<file path="src/inc/qcs_pkg.sv">
// qos classifier/scheduler constants, types and descriptor layout
// assumes one switch clock; configuration comes from same-clock logic
package qcs_pkg;
   // ****************************************
   // queues and weights
   // ****************************************
   localparam int NQ = 4;
   localparam logic [1:0] Q_HIGH = 2'h0;
   localparam logic [1:0] Q_MIDDLE = 2'h1;
   localparam logic [1:0] Q_LOW = 2'h2;
   localparam logic [1:0] Q_LOWEST = 2'h3;
   localparam int CRED_W = 4;
   localparam logic [NQ-1:0][CRED_W-1:0] WEIGHTS =
      {4'h1, 4'h2, 4'h4, 4'h8};
   // ****************************************
   // tables and reset values
   // ****************************************
   localparam int COS_N = 8;
   localparam int DSCP_N = 64;
   localparam logic [1:0] COS_RST = Q_LOWEST;
   localparam logic [1:0] DSCP_RST = Q_LOWEST;
   // ****************************************
   // descriptor fields
   // ****************************************
   localparam int HANDLE_W = 16;
   localparam int PORT_W = 4;
   localparam int MAX_PORTS = 16;
   typedef enum logic {POL_WEIGHTED, POL_STRICT} qcs_policy_e;
   typedef enum logic [2:0] {
      PT_DISABLE, PT_PORT, PT_TOS_ONLY, PT_COS_ONLY,
      PT_TOS_FIRST, PT_COS_FIRST
   } qcs_ptype_e;
   typedef struct packed {
      logic [HANDLE_W-1:0] handle;
      logic [PORT_W-1:0] src_port;
      logic cos_vld;
      logic [2:0] cos;
      logic ip_vld;
      logic [5:0] dscp;
   } qcs_desc_s;
   typedef struct packed {
      qcs_desc_s desc;
      logic [1:0] queue;
   } qcs_out_s;
   typedef struct packed {
      logic we;
      logic [5:0] addr;
      logic [1:0] level;
   } qcs_tab_wr_s;
endpackage

</file>
<file path="src/hdl/qcs_classifier_scheduler.sv">
// frame classifier into four queues and egress queue scheduler
// assumes config ports and descriptors come from same-clock logic
`timescale 1ns/1ps
module qcs_classifier_scheduler
   import qcs_pkg::*;
#(
   parameter int NPORT = 10,
   parameter int QDEPTH = 8
) (
   input logic clock_i,
   input logic srst_i,
   input qcs_policy_e policy_i,
   input qcs_ptype_e ptype_i,
   input logic [NPORT*2-1:0] port_level_i,
   input qcs_tab_wr_s cos_wr_i,
   input qcs_tab_wr_s dscp_wr_i,
   input logic in_valid_i,
   output logic in_ready_o,
   input qcs_desc_s in_data_i,
   output logic out_valid_o,
   input logic out_ready_i,
   output qcs_out_s out_data_o
);
   if (NPORT < 1 || NPORT > MAX_PORTS) begin : g_bad_nport
      $error("port count out of range");
   end
   // ****************************************
   // mapping tables
   // ****************************************
   logic [COS_N-1:0][1:0] cos_tab_ff, nxt_cos_tab;
   logic [DSCP_N-1:0][1:0] dscp_tab_ff, nxt_dscp_tab;
   always_comb begin
      nxt_cos_tab = cos_tab_ff;
      nxt_dscp_tab = dscp_tab_ff;
      if (cos_wr_i.we) begin
         nxt_cos_tab[cos_wr_i.addr[2:0]] = cos_wr_i.level;
      end
      if (dscp_wr_i.we) begin
         nxt_dscp_tab[dscp_wr_i.addr] = dscp_wr_i.level;
      end
   end
   always_ff @(posedge clock_i) begin
      if (srst_i) begin
         cos_tab_ff <= {COS_N{COS_RST}};
         dscp_tab_ff <= {DSCP_N{DSCP_RST}};
      end else begin
         cos_tab_ff <= nxt_cos_tab;
         dscp_tab_ff <= nxt_dscp_tab;
      end
   end
   // ****************************************
   // classifier
   // ****************************************
   logic [1:0] cls_q, port_q, cos_q, dscp_q;
   always_comb begin
      port_q = Q_LOWEST;
      if (int'(in_data_i.src_port) < NPORT) begin
         port_q = port_level_i[in_data_i.src_port*2 +: 2];
      end
      cos_q = in_data_i.cos_vld ? cos_tab_ff[in_data_i.cos] : Q_LOWEST;
      dscp_q = in_data_i.ip_vld ? dscp_tab_ff[in_data_i.dscp] : Q_LOWEST;
      unique case (ptype_i)
         PT_PORT: cls_q = port_q;
         PT_TOS_ONLY: cls_q = dscp_q;
         PT_COS_ONLY: cls_q = cos_q;
         PT_TOS_FIRST: cls_q = in_data_i.ip_vld ? dscp_q : cos_q;
         PT_COS_FIRST: cls_q = in_data_i.cos_vld ? cos_q : dscp_q;
         default: cls_q = Q_LOWEST;
      endcase
   end
   // ****************************************
   // ingress stage
   // ****************************************
   logic stg_vld_ff, nxt_stg_vld, in_rdy_ff, nxt_in_rdy;
   logic [1:0] stg_q_ff, nxt_stg_q;
   qcs_desc_s stg_desc_ff, nxt_stg_desc;
   logic [NQ-1:0] q_in_rdy, q_ne, q_pop;
   qcs_desc_s q_data [NQ];
   logic accept, push;
   assign accept = in_valid_i & in_rdy_ff;
   assign push = stg_vld_ff & q_in_rdy[stg_q_ff];
   always_comb begin
      nxt_stg_vld = accept | (stg_vld_ff & ~push);
      nxt_in_rdy = ~nxt_stg_vld;
      nxt_stg_q = accept ? cls_q : stg_q_ff;
      nxt_stg_desc = accept ? in_data_i : stg_desc_ff;
   end
   always_ff @(posedge clock_i) begin
      if (srst_i) begin
         stg_vld_ff <= 1'b0;
         in_rdy_ff <= 1'b0;
         stg_q_ff <= Q_LOWEST;
         stg_desc_ff <= '0;
      end else begin
         stg_vld_ff <= nxt_stg_vld;
         in_rdy_ff <= nxt_in_rdy;
         stg_q_ff <= nxt_stg_q;
         stg_desc_ff <= nxt_stg_desc;
      end
   end
   assign in_ready_o = in_rdy_ff;
   // ****************************************
   // priority queues
   // ****************************************
   for (genvar k = 0; k < NQ; k++) begin : g_q
      qcs_fifo #(
         .W($bits(qcs_desc_s)),
         .DEPTH(QDEPTH)
      ) u_fifo (
         .clock_i(clock_i),
         .srst_i(srst_i),
         .in_valid_i(stg_vld_ff && stg_q_ff == 2'(k)),
         .in_ready_o(q_in_rdy[k]),
         .in_data_i(stg_desc_ff),
         .out_valid_o(q_ne[k]),
         .out_ready_i(q_pop[k]),
         .out_data_o(q_data[k])
      );
   end
   // ****************************************
   // scheduler
   // ****************************************
   logic [NQ-1:0][CRED_W-1:0] cred_ff, nxt_cred, cred_use;
   logic [NQ-1:0] elig;
   logic [1:0] sel;
   logic load, out_vld_ff, nxt_out_vld, reload;
   qcs_out_s out_ff, nxt_out;
   assign load = (~out_vld_ff | out_ready_i) & (q_ne != '0);
   always_comb begin
      cred_use = cred_ff;
      reload = 1'b0;
      for (int k = 0; k < NQ; k++) begin
         elig[k] = q_ne[k] & (cred_ff[k] != '0);
      end
      if (policy_i == POL_STRICT) begin
         elig = q_ne;
      end else if (elig == '0) begin
         cred_use = WEIGHTS;
         reload = 1'b1;
         elig = q_ne;
      end
      sel = Q_LOWEST;
      for (int k = NQ - 1; k >= 0; k--) begin
         if (elig[k]) begin
            sel = 2'(k);
         end
      end
      q_pop = '0;
      q_pop[sel] = load;
      nxt_cred = (policy_i == POL_STRICT) ? WEIGHTS : cred_use;
      if (load && policy_i == POL_WEIGHTED) begin
         nxt_cred[sel] = cred_use[sel] - 1'b1;
      end
      nxt_out_vld = load | (out_vld_ff & ~out_ready_i);
      nxt_out = out_ff;
      if (load) begin
         nxt_out.desc = q_data[sel];
         nxt_out.queue = sel;
      end
   end
   always_ff @(posedge clock_i) begin
      if (srst_i) begin
         cred_ff <= WEIGHTS;
         out_vld_ff <= 1'b0;
         out_ff <= '0;
      end else begin
         cred_ff <= nxt_cred;
         out_vld_ff <= nxt_out_vld;
         out_ff <= nxt_out;
      end
   end
   assign out_valid_o = out_vld_ff;
   assign out_data_o = out_ff;
   // ****************************************
   // assertions
   // ****************************************
   a_wrr_credit_use: assert property (@(posedge clock_i)
      disable iff (srst_i)
      load && policy_i == POL_WEIGHTED |-> cred_use[sel] != '0)
      else $error("weighted pick from queue without credit");
   a_wrr_high_reload: assert property (@(posedge clock_i)
      disable iff (srst_i)
      reload && load && policy_i == POL_WEIGHTED && sel == Q_HIGH
      |=> cred_ff[0] == 4'h7)
      else $error("high credit not seven after reload");
   a_strict_order: assert property (@(posedge clock_i)
      disable iff (srst_i)
      load && policy_i == POL_STRICT && sel != Q_HIGH
      |-> (q_ne & ((4'h1 << sel) - 4'h1)) == '0)
      else $error("strict served lower queue while higher waited");
   a_disable_lowest: assert property (@(posedge clock_i)
      disable iff (srst_i)
      accept && ptype_i == PT_DISABLE |=> stg_q_ff == Q_LOWEST)
      else $error("disabled source not lowest");
   a_port_level: assert property (@(posedge clock_i)
      disable iff (srst_i)
      accept && ptype_i == PT_PORT && in_data_i.src_port == '0
      |=> stg_q_ff == $past(port_level_i[1:0]))
      else $error("port level not applied");
   a_cos_map: assert property (@(posedge clock_i)
      disable iff (srst_i)
      accept && ptype_i == PT_COS_ONLY && in_data_i.cos_vld
      |=> stg_q_ff == $past(cos_tab_ff[in_data_i.cos]))
      else $error("cos mapping not applied");
   a_dscp_write: assert property (@(posedge clock_i)
      disable iff (srst_i)
      dscp_wr_i.we |=> dscp_tab_ff[$past(dscp_wr_i.addr)]
      == $past(dscp_wr_i.level))
      else $error("dscp table write lost");
   a_dscp_reset: assert property (@(posedge clock_i)
      $fell(srst_i) |-> dscp_tab_ff == {DSCP_N{Q_LOWEST}})
      else $error("dscp table not lowest after reset");
   a_dscp_map: assert property (@(posedge clock_i)
      disable iff (srst_i)
      accept && ptype_i == PT_TOS_ONLY && in_data_i.ip_vld
      |=> stg_q_ff == $past(dscp_tab_ff[in_data_i.dscp]))
      else $error("dscp mapping not applied");
   a_tos_fallback: assert property (@(posedge clock_i)
      disable iff (srst_i)
      accept && ptype_i == PT_TOS_FIRST && !in_data_i.ip_vld
      && in_data_i.cos_vld
      |=> stg_q_ff == $past(cos_tab_ff[in_data_i.cos]))
      else $error("tos-first fallback to cos missing");
endmodule

</file>
<file path="src/hdl/qcs_fifo.sv">
// descriptor fifo with valid/ready on both sides
// assumes synchronous active-high reset on the same clock
`timescale 1ns/1ps
module qcs_fifo #(
   parameter int W = 8,
   parameter int DEPTH = 8
) (
   input logic clock_i,
   input logic srst_i,
   input logic in_valid_i,
   output logic in_ready_o,
   input logic [W-1:0] in_data_i,
   output logic out_valid_o,
   input logic out_ready_i,
   output logic [W-1:0] out_data_o
);
   localparam int AW = $clog2(DEPTH);
   localparam logic [AW:0] FULL = (AW+1)'(DEPTH);
   if (DEPTH < 2 || (1 << AW) != DEPTH) begin : g_bad_depth
      $error("fifo depth must be a power of two");
   end
   logic [W-1:0] mem [DEPTH];
   logic [AW-1:0] wr_ff, nxt_wr, rd_ff, nxt_rd;
   logic [AW:0] cnt_ff, nxt_cnt;
   logic push, pop;
   // ****************************************
   // pointers and count
   // ****************************************
   assign in_ready_o = (cnt_ff != FULL);
   assign out_valid_o = (cnt_ff != '0);
   assign out_data_o = mem[rd_ff];
   assign push = in_valid_i & in_ready_o;
   assign pop = out_valid_o & out_ready_i;
   always_comb begin
      nxt_wr = wr_ff + AW'(push);
      nxt_rd = rd_ff + AW'(pop);
      nxt_cnt = cnt_ff + (AW+1)'(push) - (AW+1)'(pop);
   end
   always_ff @(posedge clock_i) begin
      if (srst_i) begin
         wr_ff <= '0;
         rd_ff <= '0;
         cnt_ff <= '0;
      end else begin
         wr_ff <= nxt_wr;
         rd_ff <= nxt_rd;
         cnt_ff <= nxt_cnt;
      end
   end
   always_ff @(posedge clock_i) begin
      if (push) begin
         mem[wr_ff] <= in_data_i;
      end
   end
endmodule

</file>
<file path="config.mk">
export PLATFORM = sky130hd
export DESIGN_NAME = qcs_classifier_scheduler
export DESIGN_NICKNAME = d
export VERILOG_FILES = /design/src/inc/qcs_pkg.sv /design/src/hdl/qcs_classifier_scheduler.sv /design/src/hdl/qcs_fifo.sv
export SDC_FILE = /design/constraint.sdc
export NUM_CORES = 1
export LEC_CHECK = 0
export BUFFER_PORTS_ARGS = -buffer_cell sky130_fd_sc_hd__buf_2
export CAP_MARGIN = 5
export CELL_PAD_IN_SITES_DETAIL_PLACEMENT = 1
export CELL_PAD_IN_SITES_GLOBAL_PLACEMENT = 1
export CORE_MARGIN = 3
export CORE_UTILIZATION = 49
export CTS_CLUSTER_DIAMETER = 150
export DETAILED_ROUTE_END_ITERATION = 10
export PLACE_DENSITY = 0.82
export SLEW_MARGIN = 25
export SYNTH_ARGS = -nofsm -noshare
export SYNTH_HDL_FRONTEND = slang
export SYNTH_SLANG_ARGS = --single-unit
</file>
<file path="constraint.sdc">
create_clock -name clock_i -period 3.8 [get_ports clock_i]
set_input_delay 0.57 -clock clock_i [delete_from_list [all_inputs] [get_ports clock_i]]
set_output_delay 0.57 -clock clock_i [all_outputs]
set_load 0.01 [all_outputs]
</file>
## Word-level counts from Yosys, hierarchy flattened

Memory sizes are Yosys's and may differ from the RTL's. A register that Yosys moved wholly into a read port is not among the register bits.
Cells that the tools add are included.
W data, S select, Z words.

| operators by class | value |
|---|---|
| bitwise gates (word level) | 27 |
| order comparisons | 11 |
| reduce and logical (&&, ||, !) cells | 19 |
| $add $sub $neg | 17 |
| shift-type cells | 1 |
| equal/unequal tests | 12 |
| mux-type cells | 49 |

Operators by type and width:

| kind | count |
|---|---|
| $bwmux W128 | 1 |
| $mux W16 | 4 |
| $bmux W31 S2 | 1 |
| $mux W31 | 2 |
| $reduce_bool A4 Y1 | 9 |
| $bwmux W16 | 2 |
| $add A3 B1 Y3 | 8 |
| $mux W2 | 11 |
| $shiftx A20 B6 Y2 | 1 |
| $mux W3 | 6 |
| $and A1 B1 Y1 | 17 |
| $add A4 B1 Y4 | 4 |
| $ne A4 B4 Y1 const B | 4 |
| $sub A4 B1 Y4 | 4 |
| $lt A6 B7 Y1 const B | 2 |
| $bmux W2 S6 | 1 |
| $demux W2 S6 | 1 |
| $mux W1 | 11 |
| $pmux W2 S5 | 1 |
| $bmux W4 S2 | 1 |
| $demux W4 S2 | 1 |
| $logic_and A1 B1 Y1 | 8 |
| $lt A3 B4 Y1 const B | 2 |
| $mux W4 | 2 |
| 22 further kinds | 32 |

| word-level totals | value |
|---|---|
| output and inout port bits | 35 |
| logic and storage cells | 245 |
| bits of input ports | 77 |
| RAM bits | 992 |
| memories | 4 |
| register bits after elaboration | 269 |

Memory list:

| name | depth | width | read ports | clocked after Yosys merged registers in | write ports | line | text |
|---|---|---|---|---|---|---|---|
| g_q[0].u_fifo.mem | 8 | 31 | 1 | 1 | 1 | qcs_fifo.sv:22 | `logic [W-1:0] mem [DEPTH];` |
| g_q[1].u_fifo.mem | 8 | 31 | 1 | 1 | 1 | qcs_fifo.sv:22 |  |
| g_q[2].u_fifo.mem | 8 | 31 | 1 | 1 | 1 | qcs_fifo.sv:22 |  |
| g_q[3].u_fifo.mem | 8 | 31 | 1 | 1 | 1 | qcs_fifo.sv:22 |  |

## Depth between registers and ports, before layout

| depth | value |
|---|---|
| word-level depth | 16 |
| mapped depth | 17 |

## Hierarchy

Synthesis repeated with hierarchy kept, for this count alone.

| unflattened totals | value |
|---|---|
| cell total of the unflattened synthesis | 2991 |
| area, all modules | 51643.3 µm² |

By module, submodules not included:

| module | seq. area each (µm²) | cells each | area an instance (µm²) | times used |
|---|---|---|---|---|
| qcs_fifo | 7647.3 | 422 | 10112.2 | 4 |
| qcs_classifier_scheduler | 4584.4 | 1303 | 11194.5 | 1 |

## Worst setup path before layout

OpenSTA, ideal clock, no wires.

| timing | value |
|---|---|
| kind | flip-flop to flip-flop |
| from | register g_q[0].u_fifo.cnt_ff[2] |
| to | memory g_q[0].u_fifo.mem[1][0] in the netlist's numbering (enable) |
| setup slack | -186 ps |
| path buffers | 0 |
| required time | 3342 ps |
| stages on the path, launching flop included | 7 |
| setup time | 458 ps |
| arrival | 3528 ps |
| cell sequence | dfxtp_1 inv_1 ha_1 and3_1 nor4b_1 nand2_1 nor3_1 |

| between the ends | value |
|---|---|
| word-level cells in the longest chain between the ends | 4 |

RTL lines:

| what | line | text |
|---|---|---|
| start: declaration | qcs_fifo.sv:24 | `logic [AW:0] cnt_ff, nxt_cnt;` |
| start signal: assignment | qcs_fifo.sv:47 | `cnt_ff <= nxt_cnt;` |
| $ne A4 B4 Y1 | qcs_fifo.sv:29 | `assign in_ready_o = (cnt_ff != FULL);` |
| $and A1 B1 Y1 | qcs_fifo.sv:32 | `assign push = in_valid_i & in_ready_o;` |
| $mux W1 | qcs_fifo.sv:51 | `if (push) begin` |
| $mux W1 (implied by the code) | qcs_fifo.sv:52 | `mem[wr_ff] <= in_data_i;` |
| end: declaration | qcs_fifo.sv:22 |  |

No other way between the ends.

## Final worst setup path

| timing | value |
|---|---|
| from | register g_q[1].u_fifo.cnt_ff[3] |
| to | register out_ff (netlist bit out_data_o[20]) |

| between the ends | value |
|---|---|
| word-level cells in the longest chain between the ends | 12 |
| elaborated cells between the ends (all ways) | 14 |
| those cells by class | mux (8); bitwise (3); reduce/logical (3) |

RTL lines:

| what | line | text |
|---|---|---|
| start: declaration | qcs_fifo.sv:24 |  |
| start signal: assignment | qcs_fifo.sv:47 |  |
| $reduce_bool A4 Y1 * | qcs_fifo.sv:30 | `assign out_valid_o = (cnt_ff != '0);` |
| $and A1 B1 Y1 | qcs_classifier_scheduler.sv:133 | `elig[k] = q_ne[k] & (cred_ff[k] != '0);` |
| $logic_not A4 Y1 | qcs_classifier_scheduler.sv:137 | `end else if (elig == '0) begin` |
| $mux W3 | qcs_classifier_scheduler.sv:137 |  |
| $mux W3 | qcs_classifier_scheduler.sv:135 | `if (policy_i == POL_STRICT) begin` |
| $mux W1 | qcs_classifier_scheduler.sv:144 | `if (elig[k]) begin` |
| $mux W2 (2 in a row) | qcs_classifier_scheduler.sv:144 |  |
| $not A2 Y3 (implied by the code) | qcs_classifier_scheduler.sv:157 | `nxt_out.desc = q_data[sel];` |
| $bmux W31 S2 | qcs_classifier_scheduler.sv:157 |  |
| $mux W31 (implied by the code) (2 in a row) | qcs_classifier_scheduler.sv:157 |  |
| end signal: assignment | qcs_classifier_scheduler.sv:169 | `out_ff <= nxt_out;` |
| end: declaration | qcs_classifier_scheduler.sv:127 | `qcs_out_s out_ff, nxt_out;` |

Every way passes the cells marked *; elsewhere a longest branch is shown, timed or not. The select of a mux whose other input is x is not followed.
A chain may end at the register's enable or synchronous reset.

==> impl_metrics.json <==
{
  "status": "completed",
  "clk_pin_slew_ns": 0.06,
  "synth-seq-area-share_pct": 69.9,
  "coreArea_mm2": 0.101,
  "crit_path_start_kind": "flip-flop",
  "critical_path_class": "reg2reg",
  "synthTopCellsByArea": "edfxtp_1 (59%), mux4_2 (13%), dfxtp_1 (11%), a211o_1 (2.5%), mux2i_1 (1.9%)",
  "setup_viol": 0,
  "std_cell_rows": 116,
  "p_leak_nw": 18.4,
  "min_period_ns": 3.63,
  "end_kind": "flip-flop",
  "ant_nets": 0,
  "worstPathRequired_ns": 4.34,
  "first_pass_iters": 7,
  "synth_top_area_share_pct": 59.2,
  "hold_viol_final": 0,
  "synth_cell_types": 65,
  "overflow": 0,
  "power.density_mw_per_mm2": 607,
  "grt_pass1_vias": 30937,
  "cap_violations": 0,
  "vias_per_cell": 6.42,
  "dr.first_iter.drc_count": 3197,
  "synth_edf_count": 992,
  "hpwlAfterDp_mm": 82.3,
  "drive_above_1_share_pct": 25.8,
  "synthCells": 2891,
  "cts_buffers": 119,
  "final.setup_skew_ns": 0.0370,
  "port_buffers": 108,
  "rsz0062_at_grt": "no",
  "drv_slew": 0,
  "drt_wl_total_mm": 140,
  "worst_pin_slew_ns": 1.06,
  "ios": 112,
  "vdd_ir_drop_max_mv": 0.389,
  "gp_congestion": 0.843,
  "worstSkewPairLatency_ns": 0.71,
  "vias": 28795,
  "slew_headroom_pct": 29.4,
  "die_area_mm2": 0.107,
  "grt_max_degree": 120,
  "drcViolationCount": 0,
  "cp_max_fo": 62,
  "wire_per_inst_um": 31.3,
  "htreeDepth": 3,
  "arrival_ns": 4.18,
  "post-synth-top-area-cell": "edfxtp_1",
  "synth_warnings": 0,
  "max_freq_mhz": 275,
  "ys.flop_type": "edfxtp_1",
  "antenna_found_initial": 3,
  "final_cell_mix": "edfxtp_1 (992), mux4_2 (297), dfxtp_1 (228), a211o_1 (144), nand2_1 (141)",
  "async_flop_share_pct": 0,
  "die_x_um": 326,
  "synth_seq_cells": 1261,
  "die_h_um": 326,
  "grtUsageTotal_pct": 26.4,
  "cts_hold_buffers": 0,
  "synth.cell_area_mm2": 0.0503,
  "final.setup.tns_ns": 0,
  "cts_tree": "done",
  "clockBufferDepth": 3,
  "fin_nets": 3148,
  "cts.sinks": 1261,
  "final_util_pct": 56.4,
  "worstReg2RegStart": "g_q[1].u_fifo.cnt_ff[3]$_SDFF_PP0_",
  "initial_utilization_pct": 49.8,
  "grt_pass1_wl_mm": 209,
  "cts-root-buf": "clkbuf_16",
  "crit_start": "g_q[1].u_fifo.cnt_ff[3]$_SDFF_PP0_",
  "layout_commonest_cell": "edfxtp_1",
  "syn_to_final_growth_pct": 13.3,
  "synth_nets": 3013,
  "hold_path_startpoint": "in_data_i[17]",
  "min_period_over_period_pct": 95.5,
  "synthesis.area_per_instance_um2": 17.4,
  "min_path_type": "in2reg"
}
-- per-stage QoR --
| stage | hold WS, ns | cells | total power, mW | instance area [um^2] | worst slack, ns |
|---|---|---|---|---|---|
| after floorplan | 0.430 | 2891 | 20.4 | 50300 | 0.0415 |
| after global placement | 0.436 | 4262 | 22.6 | 53200 | 0.305 |
| after detailed placement | 0.445 | 4262 | 23.1 | 53200 | 0.0781 |
| after CTS | 0.0821 | 4487 | 34.7 | 56900 | 0.00487 |
| after global routing | 0.109 | 4487 | 35.7 | 57000 | 0.0300 |
| final | 0.114 | 4488 | 34.6 | 57000 | 0.170 |
-- cells by family after synthesis --
group | Yosys count | synth area share (%)
simple gates | 599 | 5.98
flops | 1261 | 69.9
xor+xnor | 16 | 0.278
mux | 429 | 16.0
buf+inv | 223 | 1.71
compound gates | 318 | 4.95
fa+ha+maj | 45 | 1.18
-- final timing paths --
kind	slack, ns	end	cells after the start
setup reg to reg	0.17	out_data_o[20]$_SDFFE_PP0P_	10
hold reg to reg	0.46	dscp_tab_ff[41]$_SDFFE_PP1P_	1
hold / removal	0.11	stg_desc_ff[17]$_SDFFE_PP0P_	3
setup / recovery	0.17	out_data_o[20]$_SDFFE_PP0P_	10
-- power by group --
group	leakage, nW	internal [mW]	total [mW]	switching [mW]
logic	5.22	2.98	7.15	4.16
clock network	1.83	6.40	11.6	5.17
registers	11.3	15.2	15.9	0.666
-- synth_stat cells (all sizes together), types with 41 or more instances --
library cell	n
ha	41
nand2	141
buf	48
mux4	297
a211o	144
edfxtp	992
a21oi	51
nor2	153
nor2b	77
mux2i	98
nor3	51
clkbuf	141
and3	93
dfxtp	269
-- registers in the layout, indices dropped and copies added, names as in the netlist --
signal and flops:
cred_ff 16, g_q.u_fifo.wr_ff 12, stg_q_ff 2, out_data_o 33, in_ready_o 1, stg_desc_ff 31, g_q.u_fifo.rd_ff 12, cos_tab_ff 16
g_q.u_fifo.mem 992, stg_vld_ff 1, out_valid_o 1, g_q.u_fifo.cnt_ff 16, dscp_tab_ff 128
-- timing repair --
| action | 4_1_cts | 5_1_grt |
|---|---|---|
| setup buffers | 0 | 0 |
| setup endpoints to repair | 0 | 10 |
| resized for setup | 0 | 5 |
-- metal layers --
metal | GRT usage [%] | up-vias | share of wire (%)
met5 | 0 | - | 0
met4 | 10.1 | 0 | 3.8
met3 | 3.91 | 313 | 8.3
met2 | 45.4 | 1610 | 51
met1 | 34.1 | 15070 | 37
li1 | - | 11802 | -
-- critical path, stage by stage (launching register included) --
cell and delay [ns]:
dfxtp_1 0.37, inv_1 0.08, ha_1 0.18, or3b_4 0.30, nor4_1 0.07, buf_4 0.15
nor2b_4 0.27, buf_4 0.87, o221ai_1 0.62, a211oi_1 0.45, nor3_1 0.12
-- cell type report --
cell class | instances | area [um^2]
Sequential cell | 1261 | 35200
Antenna cell | 1 | 2.50
Multi-Input combinational cell | 1407 | 14600
Clock buffer | 161 | 3210
Fill cell | 9107 | 44000
Clock inverter | 64 | 548
Timing Repair Buffer | 203 | 1590
Inverter | 34 | 128
Tap cell | 1357 | 1700
Power figures use the tool's default switching activity.
